**src/temp_prot_defs.vh**
```
`ifndef TEMP_PROT_DEFS_VH
`define TEMP_PROT_DEFS_VH

// APB address width and register byte offsets
`define ADDR_W          8
`define OFS_FET_OT      8'h00
`define OFS_DIE_OT      8'h04
`define OFS_CHG_UT      8'h08
`define OFS_DSG_UT      8'h0C
`define OFS_DIE_UT      8'h10
`define OFS_REC_TIME    8'h14
`define OFS_HOST_WD     8'h18
`define OFS_FAULT       8'h1C
`define OFS_INT_STATUS  8'h20
`define OFS_INT_MASK    8'h24

// Limit register fields: trip threshold, recovery threshold, trip delay
`define LIM_TRIP_LSB    0
`define LIM_REC_LSB     8
`define LIM_DLY_LSB     16
`define LIM_W           24

// Limit register reset values {delay, recovery, trip}
`define RST_FET_OT      24'h024150
`define RST_DIE_OT      24'h025055
`define RST_CHG_UT      24'h020500
`define RST_DSG_UT      24'h020500
`define RST_DIE_UT      24'h02F1EC
`define RST_REC_TIME    8'h03
`define RST_HOST_WD     16'h003C
`define RST_INT_MASK    6'h3F

// Fault bit positions in fault, status and mask registers
`define FLT_FET_OT      0
`define FLT_DIE_OT      1
`define FLT_CHG_UT      2
`define FLT_DSG_UT      3
`define FLT_DIE_UT      4
`define FLT_HOST        5
`define FLT_N           6
`define LIM_N           5

// Temperature input width, signed degrees Celsius
`define TEMP_W          16

`endif

```
**src/fault_persist.v**
```verilog
`timescale 1ns/1ps

module fault_persist
(
  input  wire       pclk,
  input  wire       presetn,
  input  wire       sec_tick,
  input  wire       trip_cond,
  input  wire       rec_cond,
  input  wire [7:0] trip_delay,
  input  wire [7:0] rec_time,
  output reg        fault
);

  reg  [7:0] secs;
  wire       cond;
  wire [7:0] limit;

  // Watch trip while clear, recovery while set
  assign cond  = fault ? rec_cond : trip_cond;
  assign limit = fault ? rec_time : trip_delay;

  ////////////////////////////////////////////////////////////////////
  // Persistence counter and fault flag
  always @(posedge pclk or negedge presetn)
  begin
    if (!presetn)
    begin
      secs  <= 8'h00;
      fault <= 1'b0;
    end
    else if (!cond)
      secs <= 8'h00;
    else if (secs >= limit)
    begin
      fault <= ~fault;
      secs  <= 8'h00;
    end
    else if (sec_tick)
      secs <= secs + 8'h01;
  end

endmodule

```
**src/host_silence_timer.v**
```verilog
`timescale 1ns/1ps

module host_silence_timer
(
  input  wire        pclk,
  input  wire        presetn,
  input  wire        sec_tick,
  input  wire        comm_rx,
  input  wire [15:0] silence_limit,
  output reg         fault
);

  reg [15:0] secs;

  ////////////////////////////////////////////////////////////////////
  // Silence counter; any host traffic restarts it and clears the fault
  always @(posedge pclk or negedge presetn)
  begin
    if (!presetn)
    begin
      secs  <= 16'h0000;
      fault <= 1'b0;
    end
    else if (comm_rx || silence_limit == 16'h0000)
    begin
      secs  <= 16'h0000;
      fault <= 1'b0;
    end
    else if (secs >= silence_limit)
      fault <= 1'b1;
    else if (sec_tick)
      secs <= secs + 16'h0001;
  end

endmodule

```
**src/temp_protection_watchdog.v**
```verilog
// The placing of the registers and the APB register port were left to the implementer.
`timescale 1ns/1ps
`include "temp_prot_defs.vh"

module temp_protection_watchdog
(
  input  wire                   pclk,
  input  wire                   presetn,
  input  wire                   psel,
  input  wire                   penable,
  input  wire                   pwrite,
  input  wire [`ADDR_W-1:0]     paddr,
  input  wire [31:0]            pwdata,
  output reg  [31:0]            prdata,
  output wire                   pready,
  output wire                   pslverr,
  input  wire                   sec_tick,
  input  wire                   comm_rx,
  input  wire signed [`TEMP_W-1:0] fet_temp,
  input  wire signed [`TEMP_W-1:0] die_temp,
  input  wire signed [`TEMP_W-1:0] cell_min_temp,
  output wire                   fet_overtemp_fault,
  output wire                   die_overtemp_fault,
  output wire                   charge_undertemp_fault,
  output wire                   discharge_undertemp_fault,
  output wire                   die_undertemp_fault,
  output wire                   host_silence_fault,
  output wire                   irq
);

  ////////////////////////////////////////////////////////////////////
  // Storage

  reg  [`LIM_W-1:0]  limits [0:`LIM_N-1];
  reg  [7:0]         rec_time;
  reg  [15:0]        host_limit;
  reg  [`FLT_N-1:0]  int_status;
  reg  [`FLT_N-1:0]  int_mask;
  reg  [`FLT_N-1:0]  fault_seen;
  wire [`FLT_N-1:0]  faults;
  wire [`FLT_N-1:0]  fault_rise;
  wire [`FLT_N-1:0]  w1c_bits;
  reg  [`LIM_N-1:0]  trip_vec;
  reg  [`LIM_N-1:0]  rec_vec;
  reg  [31:0]        next_prdata;
  reg                mapped;
  wire               wr_en;
  wire               setup;
  wire [2:0]         lim_idx;
  wire               lim_hit;

  ////////////////////////////////////////////////////////////////////
  // APB handshake: zero wait states, error on unmapped offsets

  assign setup   = psel & ~penable;
  assign pready  = 1'b1;
  assign pslverr = psel & penable & ~mapped;
  assign wr_en   = psel & penable & pwrite & mapped;

  // Limit registers occupy the first five words
  assign lim_idx = paddr[4:2];
  assign lim_hit = (paddr < `OFS_REC_TIME) && (paddr[1:0] == 2'b00);

  // Address decode
  always @*
  begin
    case (paddr)
      `OFS_FET_OT,
      `OFS_DIE_OT,
      `OFS_CHG_UT,
      `OFS_DSG_UT,
      `OFS_DIE_UT,
      `OFS_REC_TIME,
      `OFS_HOST_WD,
      `OFS_FAULT,
      `OFS_INT_STATUS,
      `OFS_INT_MASK: mapped = 1'b1;
      default:       mapped = 1'b0;
    endcase
  end

  ////////////////////////////////////////////////////////////////////
  // Configuration writes

  // Limit words, recovery time, silence limit and mask
  always @(posedge pclk or negedge presetn)
  begin
    if (!presetn)
    begin
      limits[`FLT_FET_OT] <= `RST_FET_OT;
      limits[`FLT_DIE_OT] <= `RST_DIE_OT;
      limits[`FLT_CHG_UT] <= `RST_CHG_UT;
      limits[`FLT_DSG_UT] <= `RST_DSG_UT;
      limits[`FLT_DIE_UT] <= `RST_DIE_UT;
      rec_time            <= `RST_REC_TIME;
      host_limit          <= `RST_HOST_WD;
      int_mask            <= `RST_INT_MASK;
    end
    else if (wr_en)
    begin
      if (lim_hit)
        limits[lim_idx] <= pwdata[`LIM_W-1:0];
      if (paddr == `OFS_REC_TIME)
        rec_time <= pwdata[7:0];
      if (paddr == `OFS_HOST_WD)
        host_limit <= pwdata[15:0];
      if (paddr == `OFS_INT_MASK)
        int_mask <= pwdata[`FLT_N-1:0];
    end
  end

  ////////////////////////////////////////////////////////////////////
  // Read data, captured in the setup cycle

  always @*
  begin
    next_prdata = 32'h0000_0000;
    if (lim_hit)
      next_prdata = {8'h00, limits[lim_idx]};
    else
    begin
      case (paddr)
        `OFS_REC_TIME:   next_prdata = {24'h00_0000, rec_time};
        `OFS_HOST_WD:    next_prdata = {16'h0000, host_limit};
        `OFS_FAULT:      next_prdata = {26'h000_0000, faults};
        `OFS_INT_STATUS: next_prdata = {26'h000_0000, int_status};
        `OFS_INT_MASK:   next_prdata = {26'h000_0000, int_mask};
        default:         next_prdata = 32'h0000_0000;
      endcase
    end
  end

  // Read data register
  always @(posedge pclk or negedge presetn)
  begin
    if (!presetn)
      prdata <= 32'h0000_0000;
    else if (setup && !pwrite)
      prdata <= next_prdata;
  end

  ////////////////////////////////////////////////////////////////////
  // Threshold comparisons, all in signed degrees

  // FET limits are unsigned bytes, the rest signed bytes
  always @*
  begin
    trip_vec[`FLT_FET_OT] = fet_temp >=
      $signed({8'h00, limits[`FLT_FET_OT][`LIM_TRIP_LSB+:8]});
    rec_vec[`FLT_FET_OT] = fet_temp <=
      $signed({8'h00, limits[`FLT_FET_OT][`LIM_REC_LSB+:8]});
    trip_vec[`FLT_DIE_OT] = die_temp >=
      $signed({{8{limits[`FLT_DIE_OT][7]}},
               limits[`FLT_DIE_OT][`LIM_TRIP_LSB+:8]});
    rec_vec[`FLT_DIE_OT] = die_temp <=
      $signed({{8{limits[`FLT_DIE_OT][15]}},
               limits[`FLT_DIE_OT][`LIM_REC_LSB+:8]});
    trip_vec[`FLT_CHG_UT] = cell_min_temp <=
      $signed({{8{limits[`FLT_CHG_UT][7]}},
               limits[`FLT_CHG_UT][`LIM_TRIP_LSB+:8]});
    rec_vec[`FLT_CHG_UT] = cell_min_temp >=
      $signed({{8{limits[`FLT_CHG_UT][15]}},
               limits[`FLT_CHG_UT][`LIM_REC_LSB+:8]});
    trip_vec[`FLT_DSG_UT] = cell_min_temp <=
      $signed({{8{limits[`FLT_DSG_UT][7]}},
               limits[`FLT_DSG_UT][`LIM_TRIP_LSB+:8]});
    rec_vec[`FLT_DSG_UT] = cell_min_temp >=
      $signed({{8{limits[`FLT_DSG_UT][15]}},
               limits[`FLT_DSG_UT][`LIM_REC_LSB+:8]});
    trip_vec[`FLT_DIE_UT] = die_temp <=
      $signed({{8{limits[`FLT_DIE_UT][7]}},
               limits[`FLT_DIE_UT][`LIM_TRIP_LSB+:8]});
    rec_vec[`FLT_DIE_UT] = die_temp >=
      $signed({{8{limits[`FLT_DIE_UT][15]}},
               limits[`FLT_DIE_UT][`LIM_REC_LSB+:8]});
  end

  ////////////////////////////////////////////////////////////////////
  // Persistence filters, one per temperature fault

  genvar g;
  generate
    for (g = 0; g < `LIM_N; g = g + 1)
    begin : persist
      fault_persist u_persist
      (
        .pclk       (pclk),
        .presetn    (presetn),
        .sec_tick   (sec_tick),
        .trip_cond  (trip_vec[g]),
        .rec_cond   (rec_vec[g]),
        .trip_delay (limits[g][`LIM_DLY_LSB+:8]),
        .rec_time   (rec_time),
        .fault      (faults[g])
      );
    end
  endgenerate

  ////////////////////////////////////////////////////////////////////
  // Host watchdog

  host_silence_timer u_host_wd
  (
    .pclk          (pclk),
    .presetn       (presetn),
    .sec_tick      (sec_tick),
    .comm_rx       (comm_rx),
    .silence_limit (host_limit),
    .fault         (faults[`FLT_HOST])
  );

  ////////////////////////////////////////////////////////////////////
  // Fault outputs

  assign fet_overtemp_fault        = faults[`FLT_FET_OT];
  assign die_overtemp_fault        = faults[`FLT_DIE_OT];
  assign charge_undertemp_fault    = faults[`FLT_CHG_UT];
  assign discharge_undertemp_fault = faults[`FLT_DSG_UT];
  assign die_undertemp_fault       = faults[`FLT_DIE_UT];
  assign host_silence_fault        = faults[`FLT_HOST];

  ////////////////////////////////////////////////////////////////////
  // Interrupts: sticky on each fault rising, write one to clear

  assign fault_rise = faults & ~fault_seen;
  assign w1c_bits   = (wr_en && paddr == `OFS_INT_STATUS) ?
                      pwdata[`FLT_N-1:0] : {`FLT_N{1'b0}};

  // A rise in the clearing cycle survives the clear
  always @(posedge pclk or negedge presetn)
  begin
    if (!presetn)
    begin
      fault_seen <= {`FLT_N{1'b0}};
      int_status <= {`FLT_N{1'b0}};
    end
    else
    begin
      fault_seen <= faults;
      int_status <= (int_status & ~w1c_bits) | fault_rise;
    end
  end

  // Level interrupt while any unmasked status bit is set
  assign irq = |(int_status & int_mask);

endmodule

```
**config.mk**
```make
export PLATFORM = sky130hd
export DESIGN_NAME = temp_protection_watchdog
export DESIGN_NICKNAME = d
export VERILOG_FILES = /design/src/fault_persist.v /design/src/host_silence_timer.v /design/src/temp_protection_watchdog.v
export VERILOG_INCLUDE_DIRS = /design/src
export SDC_FILE = /design/constraint.sdc
export NUM_CORES = 1
export LEC_CHECK = 0
export BUFFER_PORTS_ARGS = -buffer_cell sky130_fd_sc_hd__clkbuf_2
export CORE_MARGIN = 4
export CORE_UTILIZATION = 30
export DETAILED_ROUTE_END_ITERATION = 16
export GPL_ROUTABILITY_DRIVEN = 0
export HOLD_SLACK_MARGIN = 0.08
export PLACE_DENSITY_LB_ADDON = 0.08
export REMOVE_ABC_BUFFERS = 1
export SLEW_MARGIN = 10
export SYNTH_ARGS = -nofsm -noshare
export SYNTH_HDL_FRONTEND = slang
export SYNTH_SLANG_ARGS = --single-unit
```
**constraint.sdc**
```tcl
create_clock -name pclk -period 3 [get_ports pclk]
set_input_delay 0.15 -clock pclk [delete_from_list [all_inputs] [get_ports pclk]]
set_output_delay 0.15 -clock pclk [all_outputs]
set_load 0.05 [all_outputs]
```
==> impl_metrics.yaml, run 1 <==
yosys:
  synthFlopType: "dfrtp_1"
  post_synth.cell_area_avg_sq_um: 10.0
  syn_inst: 1613
  async_reset_ff_frac: 1.00
  synth_top_area_frac: 0.320
  syn_area_sq_mm: 0.0162
  ys_ff_latch: 248
  synth_area_leaders: "dfrtp_1 32%, ha_1 16%, mux2_2 7.3%, dfstp_2 6.6%, nand2_1 3.8%"
  yosys_warnings: 0
  ys_seq_area_frac: 0.386
  yosysUniqueCellTypes: 58
  yosysTopAreaCell: "dfrtp_1"
  synth-edff-count: 0
detailed_routing:
  drc: 0
  wl_per_cell_um: 22.3
  first_pass_iters: 4
  viasPerCell: 5.18
  detail-route-antenna-nets: 0
  drtIter0Drc: 634
  vias: 12922
  routed_wl_um: 55700
layout:
  drive_above_1_share: 0.229
  design_area_sq_mm: 0.0193
  n_antenna_cell: 0
  final_cell_mix: "207 x dfrtp_1, 206 x ha_1, 160 x nand2_1, 117 x clkbuf_2, 112 x inv_1"
  filler_cell_count: 5365
  final_common_cell: "dfrtp_1"
  area_growth_pct: 18.8
  nets: 2084
power_and_ir_drop:
  power.internal_mw: 6.44
  peakVddDrop_mv: 0.462
  total_leakage_power_nw: 9.04
  swShare: 0.310
  pwr-share-seq: 0.387
  pwr-share-clk: 0.413
  combinationalPowerShare: 0.200
  p_sw_mw: 2.90
  p_per_area_mw_per_mm2: 485
worst_setup_path:
  cp-end-kind: "flop"
  cp_max_fo: 13
  required_ns: 3.49
  critPathArrivalTime_ns: 3.35
  startpoint_type: "flop"
  worst-setup-path-type: "flop to flop"
clock_network:
  clock-root-buffer: "clkbuf_16"
  clk_pin_slew_ns: 0.06
  clock_latency_ns: 0.58
  cts_max_level: 1
  cts.sinks: 248
  cts_made_buffers: 31
  clockBufferDepth: 3
  cts_tree: "done"
die:
  chipWidth_um: 240
  rows: 84
  die_area_sq_mm: 0.0578
  pin_count: 136
  die_y_um: 240
  start_util: 0.306
  core_sq_mm: 0.0530
sta:
  fin_crit_ns: 2.85
  final.period_utilization: 0.950
  setup_viol_count_final: 0
  maxClockFrequency_mhz: 351
  hold_viol: 0
  rsz0062_at_grt: "false"
  finClkSkew_ns: 0.0131
  worst_slew_pin_slew_ns: 1.14
  tns_ns: 0
  slew_violations: 0
  slew_headroom: 0.235
hold_path:
  min_path_type: "input pin to flop"
global_route:
  grt_max_degree: 82
  antenna_found_initial: 0
  grt_remaining_overflow: 0
  track_usage: 0.192
  grt_pass1_vias: 13333
  grt_first_pass_wirelength_um: 84400
placed_design:
  hpwl_um: 42100
  io_buffers: 118
  place_area_sq_mm: 0.0179
run:
  maxCapViolCount: 0
outcome:
  status: "completed"
[synth_stat cells (14+ instances only)]
master,count
a21oi_1,84
mux2_2,105
xor2_1,24
xnor2_1,14
mux2i_1,58
a21o_1,22
a22oi_1,23
nor4_1,14
nor3_1,32
mux4_2,20
dfrtp_1,207
nand2_1,162
nand3_1,25
inv_1,113
o21ai_0,104
clkbuf_1,44
o22ai_1,14
nor2_1,69
ha_1,206
dfstp_2,41
nand4_1,48
buf_4,14
[routing by layer]
| metal | wire [um] | vias up | GRT usage |
|---|---|---|---|
| met3 | 2000 | 75 | 0.0226 |
| met4 | 1650 | 0 | 0.0514 |
| met1 | 25800 | 6365 | 0.262 |
| met5 | 0 | - | 0.00253 |
| li1 | - | 6220 | - |
| met2 | 26300 | 262 | 0.325 |
[metrics by stage]
| stage | util | setup WS [ns] | std cells | hold WS [ns] | total power, mW |
|---|---|---|---|---|---|
| 3_3_place_gp | 0.338 | -0.0732 | 2409 | 0.205 | 5.49 |
| 4_1_cts | 0.362 | 0.00352 | 2492 | 0.100 | 9.43 |
| 6_report | 0.364 | 0.149 | 2495 | 0.121 | 9.33 |
| 2_1_floorplan | - | -0.667 | 1547 | -0.146 | 4.55 |
| 3_5_place_dp | 0.338 | -0.104 | 2409 | 0.213 | 5.51 |
| 5_1_grt | 0.364 | 0.0000542 | 2495 | 0.146 | 9.75 |
[logic make-up after synthesis]
group | Yosys count | share of synthesized area
simple gates | 418 | 0.123
compound gates | 332 | 0.127
flops | 248 | 0.386
fa+ha+maj | 206 | 0.159
buf+inv | 186 | 0.0468
mux | 183 | 0.137
xor+xnor | 38 | 0.0205
other cells | 2 | 0.000463
[sequential cells by signal, summed over array words and instances (netlist names)]
name / count
host_limit: 16
prdata: 24
u_host_wd.secs: 16
limits: 120
persist.u_persist.secs: 40
int_status: 6
rec_time: 8
persist.u_persist.fault: 5
u_host_wd.fault: 1
int_mask: 6
fault_seen: 6
[power by group through the flow]
stage / logic (mW) / clock network, mW / registers [mW]
3_3_place_gp: 1.81 / 0 / 3.67
2_1_floorplan: 0.727 / 0 / 3.83
6_report: 1.86 / 3.86 / 3.61
4_1_cts: 1.87 / 3.95 / 3.61
3_5_place_dp: 1.83 / 0 / 3.67
5_1_grt: 2.04 / 4.09 / 3.62
[final cells by class]
class,instances,area (sq um),area share
clock buffer,47,886,0.0460
tap,688,861,0.0447
multi-input combinational,1186,9290,0.483
inverter,113,424,0.0220
clock inverter,10,134,0.00695
timing repair buffer,203,1400,0.0729
sequential,248,6260,0.325
[timing repair]
| item | 4_1_cts | 5_1_grt |
|---|---|---|
| setup buffers | 0 | 3 |
| pin swaps | 0 | 2 |
| hold buffers | 26 | 0 |
| resized for setup | 3 | 14 |
| hold endpoints to repair | 224 | 0 |
| endpoints found under the setup margin | 12 | 36 |
[critical path, stage by stage, from the launching register on]
cell and delay [ns]:
dfstp_2 0.55, inv_1 0.05, ha_1 0.31, a211o_1 0.29, a31oi_1 0.17, o221ai_1 0.15
a221o_1 0.33, or2_4 0.29, or4_1 0.47, a21oi_1 0.16
[worst paths after layout]
kind / cells after the start / to / from / slack, ns
max: 9 / u_host_wd.secs[5]$_DFFE_PN0P_ / host_limit[2]$_DFFE_PN1P_ / 0.15
min: 3 / persist[0].u_persist.secs[0]$_DFFE_PN0P_ / sec_tick / 0.12
max reg2reg: 9 / u_host_wd.secs[5]$_DFFE_PN0P_ / host_limit[2]$_DFFE_PN1P_ / 0.15
min reg2reg: 1 / int_status[0]$_DFF_PN0_ / fault_seen[0]$_DFF_PN0_ / 0.41
max in group asynchronous: 3 / limits[41]$_DFFE_PN1P_ / presetn / 1.92
min in group asynchronous: 2 / limits[38]$_DFFE_PN0P_ / presetn / 0.16
No activity file was read; power rests on OpenSTA's default activity.
==> inputs of run 2 (changes only) <==
--- a/config.mk
+++ b/config.mk
@@ -6,6 +6,7 @@
 export SDC_FILE = /design/constraint.sdc
 export NUM_CORES = 1
 export LEC_CHECK = 0
+export ABC_CLOCK_PERIOD_IN_PS = 3000
 export BUFFER_PORTS_ARGS = -buffer_cell sky130_fd_sc_hd__clkbuf_2
 export CORE_MARGIN = 4
 export CORE_UTILIZATION = 30
@@ -14,6 +15,7 @@
 export HOLD_SLACK_MARGIN = 0.08
 export PLACE_DENSITY_LB_ADDON = 0.08
 export REMOVE_ABC_BUFFERS = 1
+export SETUP_SLACK_MARGIN = 0.2
 export SLEW_MARGIN = 10
 export SYNTH_ARGS = -nofsm -noshare
 export SYNTH_HDL_FRONTEND = slang
==> impl_metrics.yaml, run 2 (same netlist as run 1, synthesis figures left out) <==
outcome:
  status: "completed"
worst_setup_path:
  critPathArrivalTime_ns: 3.31
  worst-setup-path-type: "flop to flop"
  cp_cell_sequence: "inv_2 > buf_6 > ha_1 > nand4_1 > nor2_1 > a211o_1 > or3_1 > o31a_1 > or3_4 > nor3_1"
  startpoint_type: "flop"
  cp-end-kind: "flop"
  cp_max_fo: 8
  critPathMaxStageDelay_ns: 0.48
  path_buf_inv: 2
  cpMaxStageDelayCell: "or3_4"
  required_ns: 3.49
  cp_top_family: "simple AND/OR/NAND/NOR gates"
sta:
  final.period_utilization: 0.940
  finClkSkew_ns: 0.0170
  worst_slew_pin_slew_ns: 0.813
  setup_slack_ns: 0.180
  setup_viol_count_final: 0
  maxClockFrequency_mhz: 355
  rsz0062_at_grt: "true"
  slew_headroom: 0.458
  hold_viol: 0
  slew_violations: 0
  fin_crit_ns: 2.82
die:
  die_area_sq_mm: 0.0578
  die_y_um: 240
  pin_count: 136
  core_sq_mm: 0.0530
  rows: 84
  chipWidth_um: 240
  start_util: 0.306
power_and_ir_drop:
  pwr-share-clk: 0.409
  p_per_area_mw_per_mm2: 477
  combinationalPowerShare: 0.208
  power.internal_mw: 6.50
  p_sw_mw: 2.94
  swShare: 0.312
  power_mw: 9.44
  total_leakage_power_nw: 9.11
  pwr-share-seq: 0.383
  peakVddDrop_mv: 0.460
clock_network:
  cts.sinks: 248
  cts_max_level: 1
  clock_latency_ns: 0.58
  clockBufferDepth: 3
  clock-root-buffer: "clkbuf_16"
  clk_pin_slew_ns: 0.07
  cts_tree: "done"
  cts_made_buffers: 31
layout:
  filler_cell_count: 5330
  final-seq-area_sq_mm: 0.00626
  top_register: "limits"
  final_common_cell: "dfrtp_1"
  final_cell_mix: "203 x dfrtp_1, 192 x ha_1, 160 x nand2_1, 117 x clkbuf_2, 107 x inv_1"
  multi_input_area_sq_mm: 0.00963
  top_regs: "limits x120, persist.u_persist.secs x40, prdata x24"
  n_antenna_cell: 0
  largest_reg_flops: 120
  nets: 2105
  final_core_util: 0.373
  area_growth_pct: 22.1
  drive_above_1_share: 0.264
detailed_routing:
  wl_per_cell_um: 22.5
  first_pass_iters: 5
  vias: 13061
  drc: 0
  routed_wl_um: 56500
  viasPerCell: 5.19
  detail-route-antenna-nets: 0
  drtIter0Drc: 663
global_route:
  grt_max_degree: 82
  grt_first_pass_wirelength_um: 84600
  antenna_found_initial: 0
  grt_pass1_vias: 13404
  track_usage: 0.193
  grt_remaining_overflow: 0
placed_design:
  io_buffers: 118
  hpwl_um: 42100
  dp_slack_ns: -0.104
run:
  maxCapViolCount: 0
hold_path:
  min_path_type: "input pin to flop"
==> run 2: changes by cell type in the layout (fill, tap and decap cells not counted), sizes merged <==
cell,delta
buf,+18
clkinvlp,+4
inv,-2
or2,+1
==> run 2: what timing repair did <==
action                                  CTS  global route
pin swaps                                 6            32
endpoints found under the hold margin   224             0
resized for setup                        11            70
cloned                                    1             3
setup buffers                             6            14
hold buffers                             26             0
endpoints found under the setup margin   47            50
==> run 2: through the flow <==
stage               setup TNS, ns  instances  area, sq um  hold WS [ns]
floorplan                  -13.38       1547        15900        -0.146
global placement           -0.636       2409        17900         0.205
detailed placement         -0.913       2409        17900         0.213
CTS                             0       2499        19300         0.100
global route                    0       2516        19800         0.146
finish                          0       2516        19800         0.115
==> run 2: power groups by stage <==
stage	Combinational (mW)	Sequential (mW)	Clock, mW
after floorplan	0.727	3.83	0
after global placement	1.81	3.67	0
after detailed placement	1.83	3.67	0
after CTS	1.90	3.62	3.95
after global routing	2.14	3.63	4.09
final	1.96	3.62	3.86
==> run 2: final timing paths <==
check / start / endpoint / slack, ns / depth (start not counted)
max reg2reg: limits[87]$_DFFE_PN0P_ / persist[1].u_persist.secs[2]$_DFFE_PN0P_ / 0.18 / 10
max: limits[87]$_DFFE_PN0P_ / persist[1].u_persist.secs[2]$_DFFE_PN0P_ / 0.18 / 10
min reg2reg: fault_seen[0]$_DFF_PN0_ / int_status[0]$_DFF_PN0_ / 0.41 / 1
max in group asynchronous: presetn / limits[41]$_DFFE_PN1P_ / 1.92 / 3
min: paddr[5] / prdata[7]$_DFFE_PN0P_ / 0.11 / 4
min in group asynchronous: presetn / limits[38]$_DFFE_PN0P_ / 0.16 / 2
==> run 2: worst reg2reg max path, cell delays in order, from the launching register on <==
cell and delay, ns:
dfrtp_1 0.36, inv_2 0.06, buf_6 0.13, ha_1 0.29, nand4_1 0.15, nor2_1 0.07
a211o_1 0.27, or3_1 0.36, o31a_1 0.35, or3_4 0.48, nor3_1 0.22
==> run 2: layout make-up <==
cell class	count	area share
timing repair inverter	2	0.000759
clock inverter	10	0.00677
multi-input combinational	1187	0.487
tap	688	0.0435
inverter	113	0.0218
timing repair buffer	221	0.0790
clock buffer	47	0.0448
sequential	248	0.317
==> run 2: per-layer routing <==
| metal | vias up | wire [um] | global-route usage |
|---|---|---|---|
| met5 | - | 0 | 0.00253 |
| met3 | 75 | 1940 | 0.0226 |
| li1 | 6264 | - | - |
| met2 | 248 | 26800 | 0.326 |
| met1 | 6474 | 26200 | 0.262 |
| met4 | 0 | 1590 | 0.0514 |
